`config.mk`:
```
export PLATFORM = sky130hd
export DESIGN_NAME = core_status_power_regs
export DESIGN_NICKNAME = d
export VERILOG_FILES = /design/src/hdl/timeout_counter.v /design/src/hdl/core_status_power_regs.v
export VERILOG_INCLUDE_DIRS = /design/src /design/src/hdl
export SDC_FILE = /design/constraint.sdc
export NUM_CORES = 1
export LEC_CHECK = 0
export BUFFER_PORTS_ARGS = -buffer_cell sky130_fd_sc_hd__buf_2
export CAP_MARGIN = 20
export CORE_MARGIN = 2
export CORE_UTILIZATION = 47
export CTS_CLUSTER_SIZE = 8
export DETAILED_ROUTE_END_ITERATION = 12
export PLACE_DENSITY = 0.68
export SYNTH_ARGS = -nofsm -noshare
export SYNTH_HDL_FRONTEND = slang
export SYNTH_HIERARCHICAL = 1
export SYNTH_SLANG_ARGS = --single-unit
export TNS_END_PERCENT = 1
```
`constraint.sdc`:
```
create_clock -name sys_clk -period 3.3 [get_ports sys_clk]
set_input_delay 0.495 -clock sys_clk [delete_from_list [all_inputs] [get_ports sys_clk]]
set_output_delay 0.495 -clock sys_clk [all_outputs]
set_load 0.01 [all_outputs]
```
`src/hdl/core_regs_map.vh`:
```
// register offsets, reset values and field positions of the core group
`ifndef CORE_REGS_MAP_VH
`define CORE_REGS_MAP_VH

// register offsets on the internal register bus
`define ADDR_STACK_POINTER     8'h81
`define ADDR_POINTER_LOW_BYTE  8'h82
`define ADDR_POINTER_HIGH_BYTE 8'h83
`define ADDR_POWER_CONTROL     8'h87
`define ADDR_PROGRAM_STATUS    8'hD0
`define ADDR_MAIN_OPERAND      8'hE0
`define ADDR_SECOND_OPERAND    8'hF0

// reset values
`define RST_STACK_POINTER      8'h07
`define RST_BYTE_ZERO          8'h00
`define RST_POINTER            16'h0000

// program status field positions
`define PS_CARRY               7
`define PS_HALF_CARRY          6
`define PS_USER_ZERO           5
`define PS_BANK_HIGH           4
`define PS_BANK_LOW            3
`define PS_SIGNED_EXCESS       2
`define PS_USER_ONE            1
`define PS_PARITY              0

// power control field positions
`define PC_STOP                1
`define PC_IDLE                0

// bit addressing: low nibble of offset that allows single-bit access
`define BIT_ADDR_NIBBLE_A      4'h0
`define BIT_ADDR_NIBBLE_B      4'h8

// timing
`define CLK_MHZ                125
`define MCD_TIMEOUT_US         100
`define WDT_TIMEOUT_CYCLES     65536

`endif

```
`src/hdl/timeout_counter.v`:
```
// self-restarting timeout counter with run, clear and registered expiry pulse
`timescale 1ns/1ns

module timeout_counter #(
  parameter WIDTH = 17,          // counter width
  parameter LIMIT = 65536        // cycles to expiry
) (
  // clock and reset
  input  wire             sys_clk,
  input  wire             sys_rst,
  // control
  input  wire             run,
  input  wire             clear,
  // status
  output reg              expired_q
);

  localparam [31:0]      LIMIT_M1 = LIMIT - 1;           // last count, full
  localparam [WIDTH-1:0] LAST     = LIMIT_M1[WIDTH-1:0]; // terminal count
  localparam [WIDTH-1:0] ZERO = {WIDTH{1'b0}};

  reg [WIDTH-1:0] count_q;                   // elapsed cycles

  // count while running, restart on clear or at expiry
  always @(posedge sys_clk) begin
    if (sys_rst || clear) begin
      count_q   <= ZERO;
      expired_q <= 1'b0;
    end else if (run) begin
      if (count_q == LAST) begin
        count_q   <= ZERO;
        expired_q <= 1'b1;
      end else begin
        count_q   <= count_q + {{(WIDTH-1){1'b0}}, 1'b1};
        expired_q <= 1'b0;
      end
    end else begin
      expired_q <= 1'b0;
    end
  end

endmodule

```
`src/hdl/core_status_power_regs.v`:
```
// core stack, pointer, status, operand and power control registers
`timescale 1ns/1ns
`include "core_regs_map.vh"

// Behaviour
// - stack pointer resets seven, increments before push
// - two pointer bytes form sixteen-bit data pointer
// - carry set on carry or borrow
// - half carry set on nibble carry or borrow
// - two user flags are software only
// - bank field selects eight-byte register bank
// - signed excess set on overflow conditions
// - signed excess cleared otherwise by those ops
// - parity bit mirrors main operand odd parity
// - idle write halts cpu after instruction
// - idle preserves all register contents
// - enabled interrupt ends idle and resumes
// - any reset ends idle or stop, restarts
// - watchdog keeps counting in idle, may reset
// - stop write halts oscillator, cpu, peripherals
// - only reset ends stop, never interrupts
// - clock detector active in stop, resets
// - power select bits trigger, read zero
// - bit access only at offsets ending 0/8
module core_status_power_regs #(
  parameter MCD_CYCLES = `MCD_TIMEOUT_US * `CLK_MHZ, // detector timeout
  parameter WDT_CYCLES = `WDT_TIMEOUT_CYCLES         // watchdog timeout
) (
  // clock and reset
  input  wire        sys_clk,
  input  wire        sys_rst,
  // register bus
  input  wire [7:0]  reg_addr,
  input  wire        reg_wr,
  input  wire        reg_rd,
  input  wire        reg_bit,
  input  wire [2:0]  reg_bit_sel,
  input  wire [7:0]  reg_wdata,
  output reg  [7:0]  reg_rdata_q,
  output reg         reg_ack_q,
  // cpu execution side
  input  wire        push_op,
  input  wire        pop_op,
  input  wire        pointer_inc,
  input  wire        operand_we,
  input  wire [7:0]  operand_wdata,
  input  wire        second_we,
  input  wire [7:0]  second_wdata,
  input  wire        arith_op,
  input  wire        arith_carry,
  input  wire        arith_half_carry,
  input  wire        excess_op,
  input  wire        excess_cond,
  input  wire        instr_done,
  // interrupt and reset side
  input  wire        irq_enabled_pending,
  input  wire        ext_rst_pin,
  input  wire        watchdog_enable,
  input  wire        watchdog_kick,
  input  wire        clock_detect_enable,
  input  wire        osc_alive,
  // register values to the core
  output reg  [7:0]  stack_pointer_q,
  output reg  [15:0] data_pointer_q,
  output reg  [7:0]  program_status_q,
  output reg  [7:0]  main_operand_q,
  output reg  [7:0]  second_operand_q,
  output reg  [4:0]  bank_base_q,
  // power state to the core
  output reg         cpu_halt_q,
  output reg         periph_stop_q,
  output reg         int_osc_stop_q,
  output reg         idle_wake_q,
  output reg         core_reset_q
);

  // power states, one-hot
  localparam [2:0] ST_RUN  = 3'b001;
  localparam [2:0] ST_IDLE = 3'b010;
  localparam [2:0] ST_STOP = 3'b100;

  // synchroniser for the external reset pin
  reg        ext_rst_meta_q;              // first stage, read only by next
  reg        ext_rst_sync_q;              // second stage
  // power state and pending requests
  reg [2:0]  pstate_q;
  reg [2:0]  pstate_d;
  reg        idle_req_q;                  // idle written, await instr end
  reg        stop_req_q;                  // stop written, await instr end
  // internal reset sources
  wire       wdt_expired;
  wire       mcd_expired;
  wire       any_reset;                   // resets all register state
  // decoded bus strobes
  wire       bit_ok;                      // offset allows single bits
  wire       wr_ok;                       // accepted write
  wire       wr_sp;
  wire       wr_dpl;
  wire       wr_dph;
  wire       wr_power_control;
  wire       wr_psw;
  wire       wr_acc;
  wire       wr_b;
  wire [7:0] bit_mask;                    // one-hot lane for bit writes
  // next values
  reg  [7:0] sp_d;
  reg  [15:0] data_pointer_d;
  reg  [7:0] psw_d;
  reg  [7:0] acc_d;
  reg  [7:0] b_d;
  reg  [7:0] rdata_d;
  reg        hit_d;

  // two-flop synchroniser on the asynchronous reset pin
  always @(posedge sys_clk) begin
    if (sys_rst) begin
      ext_rst_meta_q <= 1'b0;
      ext_rst_sync_q <= 1'b0;
    end else begin
      ext_rst_meta_q <= ext_rst_pin;
      ext_rst_sync_q <= ext_rst_meta_q;
    end
  end

  // watchdog keeps counting through idle, frozen in stop
  timeout_counter #(
    .WIDTH (32),
    .LIMIT (WDT_CYCLES)
  ) u_watchdog (
    .sys_clk   (sys_clk),
    .sys_rst   (any_reset),
    .run       (watchdog_enable && (pstate_q != ST_STOP)),
    .clear     (watchdog_kick || !watchdog_enable),
    .expired_q (wdt_expired)
  );

  // missing clock detector counts silence of the oscillator, even in stop
  timeout_counter #(
    .WIDTH (32),
    .LIMIT (MCD_CYCLES)
  ) u_missing_clock_detector (
    .sys_clk   (sys_clk),
    .sys_rst   (any_reset),
    .run       (clock_detect_enable && !osc_alive),
    .clear     (osc_alive || !clock_detect_enable),
    .expired_q (mcd_expired)
  );

  // every reset source restarts the whole group
  assign any_reset = sys_rst || core_reset_q;

  // single-bit access only on offsets ending in 0 or 8
  assign bit_ok = (reg_addr[3:0] == `BIT_ADDR_NIBBLE_A) ||
                  (reg_addr[3:0] == `BIT_ADDR_NIBBLE_B);
  assign wr_ok  = reg_wr && (!reg_bit || bit_ok);
  assign wr_sp   = wr_ok && (reg_addr == `ADDR_STACK_POINTER);
  assign wr_dpl  = wr_ok && (reg_addr == `ADDR_POINTER_LOW_BYTE);
  assign wr_dph  = wr_ok && (reg_addr == `ADDR_POINTER_HIGH_BYTE);
  assign wr_power_control = wr_ok && (reg_addr == `ADDR_POWER_CONTROL);
  assign wr_psw  = wr_ok && (reg_addr == `ADDR_PROGRAM_STATUS);
  assign wr_acc  = wr_ok && (reg_addr == `ADDR_MAIN_OPERAND);
  assign wr_b    = wr_ok && (reg_addr == `ADDR_SECOND_OPERAND);
  assign bit_mask = 8'h01 << reg_bit_sel;

  // merge a bus write into an old byte, whole or one bit
  function [7:0] merge;
    input [7:0] old;
    input       is_bit;
    input [7:0] mask;
    input [7:0] wdata;
    begin
      if (is_bit)
        merge = wdata[0] ? (old | mask) : (old & ~mask);
      else
        merge = wdata;
    end
  endfunction

  // stack pointer: push pre-increments, pop post-decrements
  always @* begin
    sp_d = stack_pointer_q;
    if (wr_sp) begin
      sp_d = reg_wdata;
    end else if (push_op) begin
      sp_d = stack_pointer_q + 8'h01;
    end else if (pop_op) begin
      sp_d = stack_pointer_q - 8'h01;
    end
  end

  // data pointer: two byte halves, hardware increment as one word
  always @* begin
    data_pointer_d = data_pointer_q;
    if (pointer_inc) begin
      data_pointer_d = data_pointer_q + 16'h0001;
    end
    if (wr_dpl) begin
      data_pointer_d[7:0] = reg_wdata;
    end
    if (wr_dph) begin
      data_pointer_d[15:8] = reg_wdata;
    end
  end

  // operand registers: cpu load, bus write wins
  always @* begin
    acc_d = main_operand_q;
    b_d   = second_operand_q;
    if (operand_we) begin
      acc_d = operand_wdata;
    end
    if (second_we) begin
      b_d = second_wdata;
    end
    if (wr_acc) begin
      acc_d = merge(main_operand_q, reg_bit, bit_mask, reg_wdata);
    end
    if (wr_b) begin
      b_d = merge(second_operand_q, reg_bit, bit_mask, reg_wdata);
    end
  end

  // status flags: hardware updates first, then software overrides
  always @* begin
    psw_d = program_status_q;
    if (arith_op) begin
      psw_d[`PS_CARRY]      = arith_carry;
      psw_d[`PS_HALF_CARRY] = arith_half_carry;
    end
    if (excess_op) begin
      // set on overflow, cleared by the same ops otherwise
      psw_d[`PS_SIGNED_EXCESS] = excess_cond;
    end
    if (wr_psw) begin
      // user flags and bank field are touched only by this path
      psw_d = merge(program_status_q, reg_bit, bit_mask,
                    reg_wdata);
    end
    // parity is read-only and follows the next operand value
    psw_d[`PS_PARITY] = ^acc_d;
  end

  // register update; idle and stop leave contents untouched
  always @(posedge sys_clk) begin
    if (any_reset) begin
      stack_pointer_q  <= `RST_STACK_POINTER;
      data_pointer_q   <= `RST_POINTER;
      program_status_q <= `RST_BYTE_ZERO;
      main_operand_q   <= `RST_BYTE_ZERO;
      second_operand_q <= `RST_BYTE_ZERO;
      bank_base_q      <= 5'h00;
    end else begin
      stack_pointer_q  <= sp_d;
      data_pointer_q   <= data_pointer_d;
      program_status_q <= psw_d;
      main_operand_q   <= acc_d;
      second_operand_q <= b_d;
      // bank n covers data addresses 8n through 8n+7
      bank_base_q <= {psw_d[`PS_BANK_HIGH], psw_d[`PS_BANK_LOW],
                      3'b000};
    end
  end

  // power state next value
  always @* begin
    pstate_d = pstate_q;
    case (pstate_q)
      ST_RUN: begin
        // entry only once the writing instruction has finished
        if (instr_done && stop_req_q) begin
          pstate_d = ST_STOP;
        end else if (instr_done && idle_req_q) begin
          pstate_d = ST_IDLE;
        end
      end
      ST_IDLE: begin
        // an enabled interrupt clears idle and resumes the cpu
        if (irq_enabled_pending) begin
          pstate_d = ST_RUN;
        end
      end
      ST_STOP: begin
        // interrupts are ignored, only a reset leaves stop
        pstate_d = ST_STOP;
      end
      default: begin
        pstate_d = ST_RUN;
      end
    endcase
  end

  // power state, write-one triggers and derived halt outputs
  always @(posedge sys_clk) begin
    if (any_reset) begin
      pstate_q       <= ST_RUN;
      idle_req_q     <= 1'b0;
      stop_req_q     <= 1'b0;
      cpu_halt_q     <= 1'b0;
      periph_stop_q  <= 1'b0;
      int_osc_stop_q <= 1'b0;
      idle_wake_q    <= 1'b0;
    end else begin
      pstate_q <= pstate_d;
      // triggers held only until the instruction ends
      if (wr_power_control && reg_wdata[`PC_STOP]) begin
        stop_req_q <= 1'b1;
      end else if (instr_done) begin
        stop_req_q <= 1'b0;
      end
      if (wr_power_control && reg_wdata[`PC_IDLE]) begin
        idle_req_q <= 1'b1;
      end else if (instr_done) begin
        idle_req_q <= 1'b0;
      end
      // cpu halted in idle and stop; clocks go only in stop
      cpu_halt_q     <= (pstate_d != ST_RUN);
      periph_stop_q  <= (pstate_d == ST_STOP);
      int_osc_stop_q <= (pstate_d == ST_STOP);
      // one-cycle pulse when an interrupt ends idle
      idle_wake_q <= (pstate_q == ST_IDLE) &&
                     (pstate_d == ST_RUN);
    end
  end

  // internal and external reset requests, merged into one registered pulse that clears itself the next cycle
  always @(posedge sys_clk) begin
    if (sys_rst || core_reset_q) begin
      core_reset_q <= 1'b0;
    end else begin
      core_reset_q <= ext_rst_sync_q || wdt_expired ||
                      mcd_expired;
    end
  end

  // read data mux; power select bits and reserved bits read zero
  always @* begin
    rdata_d = `RST_BYTE_ZERO;
    hit_d   = 1'b1;
    case (reg_addr)
      `ADDR_STACK_POINTER:     rdata_d = stack_pointer_q;
      `ADDR_POINTER_LOW_BYTE:  rdata_d = data_pointer_q[7:0];
      `ADDR_POINTER_HIGH_BYTE: rdata_d = data_pointer_q[15:8];
      `ADDR_POWER_CONTROL:     rdata_d = `RST_BYTE_ZERO;
      `ADDR_PROGRAM_STATUS:    rdata_d = program_status_q;
      `ADDR_MAIN_OPERAND:      rdata_d = main_operand_q;
      `ADDR_SECOND_OPERAND:    rdata_d = second_operand_q;
      default:                 hit_d   = 1'b0;
    endcase
    // refused bit reads answer nothing
    if (reg_bit && !bit_ok) begin
      hit_d = 1'b0;
    end
  end

  // registered read answer and acknowledge
  always @(posedge sys_clk) begin
    if (any_reset) begin
      reg_rdata_q <= `RST_BYTE_ZERO;
      reg_ack_q   <= 1'b0;
    end else begin
      reg_ack_q <= (reg_rd && hit_d) ||
                   (reg_wr && wr_ok && hit_d);
      if (reg_rd && hit_d) begin
        reg_rdata_q <= rdata_d;
      end
    end
  end

endmodule

```
==> results.yml, run 1 <==
run_status:
  status: "finished, final reports clean"
floorplanning:
  num_io_pins: 124
  rows: 46
  initial_utilization_pct: 48.1
  die_width_um: 131
  core_region_area_sq_um: 15900
  floorplan.die.height_um: 131
  die-area_sq_um: 17300
hold_path:
  worst_hold_path_type: "primary input to flop"
synth:
  synth_seq_cells: 134
  postSynth.asyncResetShare_pct: 0
  synth-warning-count: 6
  synthesis.area_sq_um: 7630
  post_synth.cell_area_avg_sq_um: 8.29
  synth_top_flop_cell: "sky130_fd_sc_hd__dfxtp_1"
  number_of_enable_flip_flop_cells_after_synthesis: 0
  netlist_instances: 921
  synth.yosys.seq_area_share_pct: 35.1
  netlist-cell-type-count: 70
clock_network:
  tritoncts_clock_tree: "done"
  ctsHoldBuffers: 0
  htree_num_levels: 4
  cts-root-buf: "sky130_fd_sc_hd__clkbuf_16"
  clock-sinks: 134
  cts_resized: 0
  postCtsSetupBuffers: 0
  clock_path_buffers: 2
  clock_latency_ns: 0.42
  clk_pin_slew_worst_paths_ns: 0.06
  cts_inserted_buffers: 17
cells_and_area:
  layout.cells.most_common: "sky130_fd_sc_hd__dfxtp_1"
  layout.cells.non_filler: 1246
  finalNetCount: 1084
  layout-area-overhead-vs-synth_pct: 17.5
  antenna_cells_inserted: 0
  utilization_pct: 56.5
  final_cell_mix: "sky130_fd_sc_hd__dfxtp_1 (134), sky130_fd_sc_hd__buf_2 (120), sky130_fd_sc_hd__nor2_1 (114)"
  drive_gt1_share_pct: 18.9
global_route:
  grt_residual_overflow: 0
  antenna_found_initial: 0
  grt_start_max_net_pins: 56
  grt_pass1_vias: 6612
  track_usage_pct: 23.8
  grt_pass1_wl_mm: 33.7
timing:
  setup_viol: 0
  worst-slew-pin-transition_ns: 0.786
  max-slew-margin-rel_pct: 47.4
  fmaxAchievable_mhz: 389
  fin_setup_tns_ns: 0
  report.final.hold_viol_count: 0
  clock-skew-final_ns: 0.00640
  grt_setup_unrepaired: "false"
  setup_slack_ns: 0.726
  timing_max_transition_violations_final: 0
  fraction_of_the_cycle_the_final_worst_path_needs_pct: 78.0
  finalCriticalPeriod_ns: 2.57
worst_setup_path:
  crit_path_cell_chain: "nand2b_1 > o21a_1 > nand4_1 > or4_1 > or4_1 > a21oi_1"
  crit_required_ns: 3.65
  end_kind: "flop"
  critical-path-slowest-cell: "sky130_fd_sc_hd__or4_1"
  cp_launch_type: "flop"
  cpPeakStageDelay_ns: 0.71
  critical_path_peak_fanout: 12
  crit_type: "flop to flop"
  buf_inv_stages_crit_path: 0
  cp.arrival_ns: 2.93
  cp_top_family: "simple AND/OR/NAND/NOR gates"
  most_prevalent_standard_cell_on_the_critical_path: "sky130_fd_sc_hd__or4_1"
pwr:
  clockPowerShare_pct: 49.0
  power_switching_mw: 1.08
  share_comb_of_total_power_pct: 12.1
  design_power_total_mw: 4.44
  power.internal_mw: 3.36
  power.density_nw_per_um2: 495
  leak_pwr_nw: 3.31
  power.share.sequential_pct: 38.9
  swShare_pct: 24.3
  vdd_drop_max_uv: 363
place:
  port_buffers: 120
  gpl.final_weighted_congestion: 0.958
  dpl.cell_count: 1214
  preCtsSetupSlack_ns: 0.438
  detailedPlacementHpwl_mm: 14.9
detailed_routing:
  drt_pre_antenna_iters: 8
  detail_route.vias_per_cell: 5.89
  final_antenna_net_count: 0
  post_detailed_routing_wire_length_mm: 20.8
  route.detailed.drc: 0
  drtIter0Drc: 626
  routedWlPerCell_um: 16.7
  num_vias: 7342
run:
  maxCapViolations: 0
## metrics by stage
step	instance area [sq um]	hold WS, ns
floorplan	7640	0.414
global placement	8290	0.424
detailed placement	8290	0.426
CTS	8970	0.248
global route	8970	0.257
finish	8970	0.264
## area by class of cell
type / instances / area [sq um]
Inverter: 14 / 52.6
Clock inverter: 13 / 226
Multi-Input combinational cell: 716 / 4570
Sequential cell: 134 / 2680
Tap cell: 216 / 270
Fill cell: 1519 / 6920
Timing Repair Buffer: 134 / 718
Clock buffer: 19 / 453
## power groups by stage
stage,logic [mW],clock network [mW],registers [mW]
final,0.537,2.17,1.73
after global routing,0.596,2.28,1.73
after CTS,0.538,2.20,1.73
after detailed placement,0.532,0,1.76
after global placement,0.525,0,1.76
after floorplan,0.357,0,1.76
## final timing paths
check / slack [ns] / to / cells after the start / from
max: 0.73 / u_watchdog/count_q[27] / 6 / pstate_q[0]
min: 0.26 / ext_rst_meta_q / 2 / sys_rst
max reg2reg: 0.73 / u_watchdog/count_q[27] / 6 / pstate_q[0]
min reg2reg: 0.44 / ext_rst_sync_q / 1 / ext_rst_meta_q
## cells by family (layout without fill, tap and decap cells)
logic type,Yosys count,after routing,share of synthesized area [%]
mux,36,36,4.79
other cells,1,3,0.0491
flops,134,134,35.1
compound gates,217,217,18.2
simple gates,392,392,27.9
xor+xnor,57,57,6.72
fa+ha+maj,11,11,1.87
buf+inv,73,180,5.31
## cells in the mapped netlist, drive strengths merged (13+ instances only)
library cell | number | area, sq um
and3 | 16 | 104
nand4 | 35 | 246
nor4 | 18 | 113
mux2i | 32 | 320
a21oi | 75 | 379
dfxtp | 134 | 2680
a211oi | 35 | 268
nand2 | 60 | 225
buf | 31 | 235
or4 | 32 | 248
or3 | 14 | 91.3
inv | 13 | 48.8
xor2 | 29 | 254
xnor2 | 27 | 236
nand3 | 33 | 175
clkbuf | 28 | 118
o21ai | 28 | 140
nor2 | 114 | 428
nor3 | 18 | 90.1
o31ai | 24 | 180
## metal layers
metal,GRT usage [%],part of all wire (%),wire [um]
met5,0,0,0
met4,7.43,1.8,371
met3,5.05,6.0,1240
met2,37.0,46,9480
met1,33.0,47,9690
Note: power is estimated with default switching activity, not from simulation.
==> run 2, diff against run 1 <==
Settings changed: ABC_AREA set to 1, PLACE_DENSITY 0.68 to 0.7.
Clock period 3.3 ns to 2.2 ns, I/O delays scaled along.
==> run 2 against run 1 <==
Effect of this change: worst setup slack got worse by 0.46 ns; routed wire length increased by 24%; clock skew increased by 0.0052 ns; core utilization decreased by 0.55 points; maximum frequency increased by 33%; hold slack got worse by 0.16 ns; critical path depth increased by 5; register-to-register slack got worse by 0.46 ns; sequential cell count unchanged; sequential power increased by 49%; largest cell class unchanged; final cell count increased by 40%; largest power group unchanged.
==> results.yml, run 2 <==
detailed_routing:
  drt_pre_antenna_iters: 5
  detail_route.vias_per_cell: 5.25
  post_detailed_routing_wire_length_mm: 25.8
  num_vias: 9140
  routedWlPerCell_um: 14.8
  route.detailed.drc: 0
  drtIter0Drc: 912
  final_antenna_net_count: 0
cells_and_area:
  utilization_pct: 55.9
  final_design_area_no_fill_sq_um: 9980
  drive_gt1_share_pct: 16.1
  final_cell_mix: "sky130_fd_sc_hd__nand2_1 (383), sky130_fd_sc_hd__nor2_1 (238), sky130_fd_sc_hd__inv_1 (173)"
  layout-area-overhead-vs-synth_pct: 17.6
  finalNetCount: 1567
  layout.cells.non_filler: 1742
  antenna_cells_inserted: 0
  layout.cells.most_common: "sky130_fd_sc_hd__nand2_1"
  fillers: 1762
floorplanning:
  core_region_area_sq_um: 17800
  rows: 49
  die-area_sq_um: 19100
  num_io_pins: 124
  initial_utilization_pct: 47.5
  die_width_um: 138
  floorplan.die.height_um: 138
global_route:
  grt_start_max_net_pins: 37
  antenna_found_initial: 0
  grt_pass1_wl_mm: 41.6
  grt_pass1_vias: 8400
  grt_residual_overflow: 0
  track_usage_pct: 26.7
worst_setup_path:
  end_kind: "flop"
  cpPeakStageDelay_ns: 0.42
  crit_path_cell_chain: "ha_1 > nand3_1 > nor2_1 > nand2_1 > nor2_1 > nand3_1 > nor2_2 > nand4_1 > and2_1 > nor2_1 > nor2_1"
  crit_required_ns: 2.52
  critical-path-slowest-cell: "sky130_fd_sc_hd__dfxtp_1"
  cp_launch_type: "flop"
  cp.arrival_ns: 2.26
  cp_top_family: "simple AND/OR/NAND/NOR gates"
  critical_path_peak_fanout: 6
  crit_type: "flop to flop"
  most_prevalent_standard_cell_on_the_critical_path: "sky130_fd_sc_hd__nor2_1"
  buf_inv_stages_crit_path: 0
synth:
  postSynth.asyncResetShare_pct: 0
  synth.yosys.seq_area_share_pct: 31.6
  number_of_enable_flip_flop_cells_after_synthesis: 0
  post_synth.cell_area_avg_sq_um: 6.18
  ys_top_cells_by_count: "sky130_fd_sc_hd__nand2_1 (383), sky130_fd_sc_hd__nor2_1 (240), sky130_fd_sc_hd__inv_1 (173)"
  synth-warning-count: 6
  netlist-cell-type-count: 46
  synth_top_area_share_pct: 31.6
  synthesis.area_sq_um: 8480
  synth_seq_cells: 134
  netlist_instances: 1372
  synth.most_common_cell: "sky130_fd_sc_hd__nand2_1"
  synth_top_flop_cell: "sky130_fd_sc_hd__dfxtp_1"
  netlist_top_cells_area: "sky130_fd_sc_hd__dfxtp_1 (32%), sky130_fd_sc_hd__nand2_1 (17%), sky130_fd_sc_hd__nor2_1 (11%)"
  synth_top_cell_by_area: "sky130_fd_sc_hd__dfxtp_1"
place:
  dpl_cell_area_sq_um: 9310
  port_buffers: 120
  dpl.cell_count: 1710
  preCtsSetupSlack_ns: 0.190
  gpl.final_weighted_congestion: 0.944
  detailedPlacementHpwl_mm: 19.7
clock_network:
  cts_inserted_buffers: 17
  tritoncts_clock_tree: "done"
  clock_path_buffers: 2
  postCtsSetupBuffers: 0
  clk_pin_slew_worst_paths_ns: 0.06
  cts-root-buf: "sky130_fd_sc_hd__clkbuf_16"
  clock-sinks: 134
  clock_latency_ns: 0.43
  htree_num_levels: 4
pwr:
  power_switching_mw: 1.68
  power.density_nw_per_um2: 659
  share_comb_of_total_power_pct: 11.3
  design_power_total_mw: 6.58
  power.share.sequential_pct: 39.2
  power.internal_mw: 4.90
  swShare_pct: 25.6
  leak_pwr_nw: 4.58
  clockPowerShare_pct: 49.5
  vdd_drop_max_uv: 579
timing:
  finalCriticalPeriod_ns: 1.94
  timing_max_transition_violations_final: 0
  fin_setup_tns_ns: 0
  grt_setup_unrepaired: "false"
  fmaxAchievable_mhz: 517
  report.final.hold_viol_count: 0
  clock-skew-final_ns: 0.0116
  max-slew-margin-rel_pct: 61.9
  setup_slack_ns: 0.265
  worst-slew-pin-transition_ns: 0.566
  whs_ns: 0.103
  fraction_of_the_cycle_the_final_worst_path_needs_pct: 88.0
  setup_viol: 0
hold_path:
  worst_hold_path_type: "primary input to flop"
run_status:
  status: "finished, final reports clean"
run:
  maxCapViolations: 0
-- run 2: changes by cell type in the layout (fill, tap and decap cells not counted), moves of 31 or more --
cell and change:
sky130_fd_sc_hd__nor2_1 +124, sky130_fd_sc_hd__mux2i_1 -31, sky130_fd_sc_hd__a211oi_1 -33, sky130_fd_sc_hd__nand3_1 +49, sky130_fd_sc_hd__inv_1 +161, sky130_fd_sc_hd__nand2_1 +323
-- run 2: cell families (layout without fill, tap and decap cells) --
logic type | count (synthesis) | count (layout) | share of synthesized area, %
AOI/OAI and AO/OA | 163 | 163 | 10.9
xor gates and xnor gates | 35 | 35 | 3.62
adders and majority gates | 10 | 10 | 1.56
buffers and inverters | 212 | 351 | 10.3
DFF | 134 | 134 | 31.6
muxes | 1 | 1 | 0.118
other | 1 | 3 | 0.0442
and+or+nand+nor | 816 | 816 | 41.8
-- run 2: final cells by class --
cell class                      count  area, sq um  area share [%]
Timing Repair Buffer              135          713            7.15
Clock inverter                     12          225            2.26
Sequential cell                   134         2680            26.9
Tap cell                          229          287            2.87
Inverter                          184          698            7.00
Multi-Input combinational cell   1028         4930            49.5
Clock buffer                       20          437            4.38
-- run 2: timing repair --
| item | 4_1_cts | 5_1_grt |
|---|---|---|
| resized for setup | 0 | 1 |
| endpoints found under the setup margin | 0 | 1 |
| endpoints found under the hold margin | 0 | 0 |
| hold buffers | 0 | 0 |
-- run 2: power groups by stage --
stage | registers [mW] | clock network, mW | logic (mW)
floorplan | 2.62 | 0 | 0.463
global placement | 2.63 | 0 | 0.724
finish | 2.58 | 3.26 | 0.744
global route | 2.58 | 3.38 | 0.843
CTS | 2.57 | 3.28 | 0.737
detailed placement | 2.63 | 0 | 0.732
-- run 2: per-layer routing --
metal  routed length (um)  GRT usage [%]  part of all wire (%)
met4                  446           8.22                   1.7
met3                 1830           4.81                   7.1
met5                    0              0                     0
met2                11700           42.2                    45
met1                11900           37.1                    46
-- run 2: final timing paths --
path / end / slack (ns) / start / cells after the start
setup reg to reg: data_pointer_q[14] / 0.26 / data_pointer_q[0] / 11
hold reg to reg: ext_rst_sync_q / 0.40 / ext_rst_meta_q / 2
hold / removal: ext_rst_sync_q / 0.10 / sys_rst / 2
setup / recovery: data_pointer_q[14] / 0.26 / data_pointer_q[0] / 11
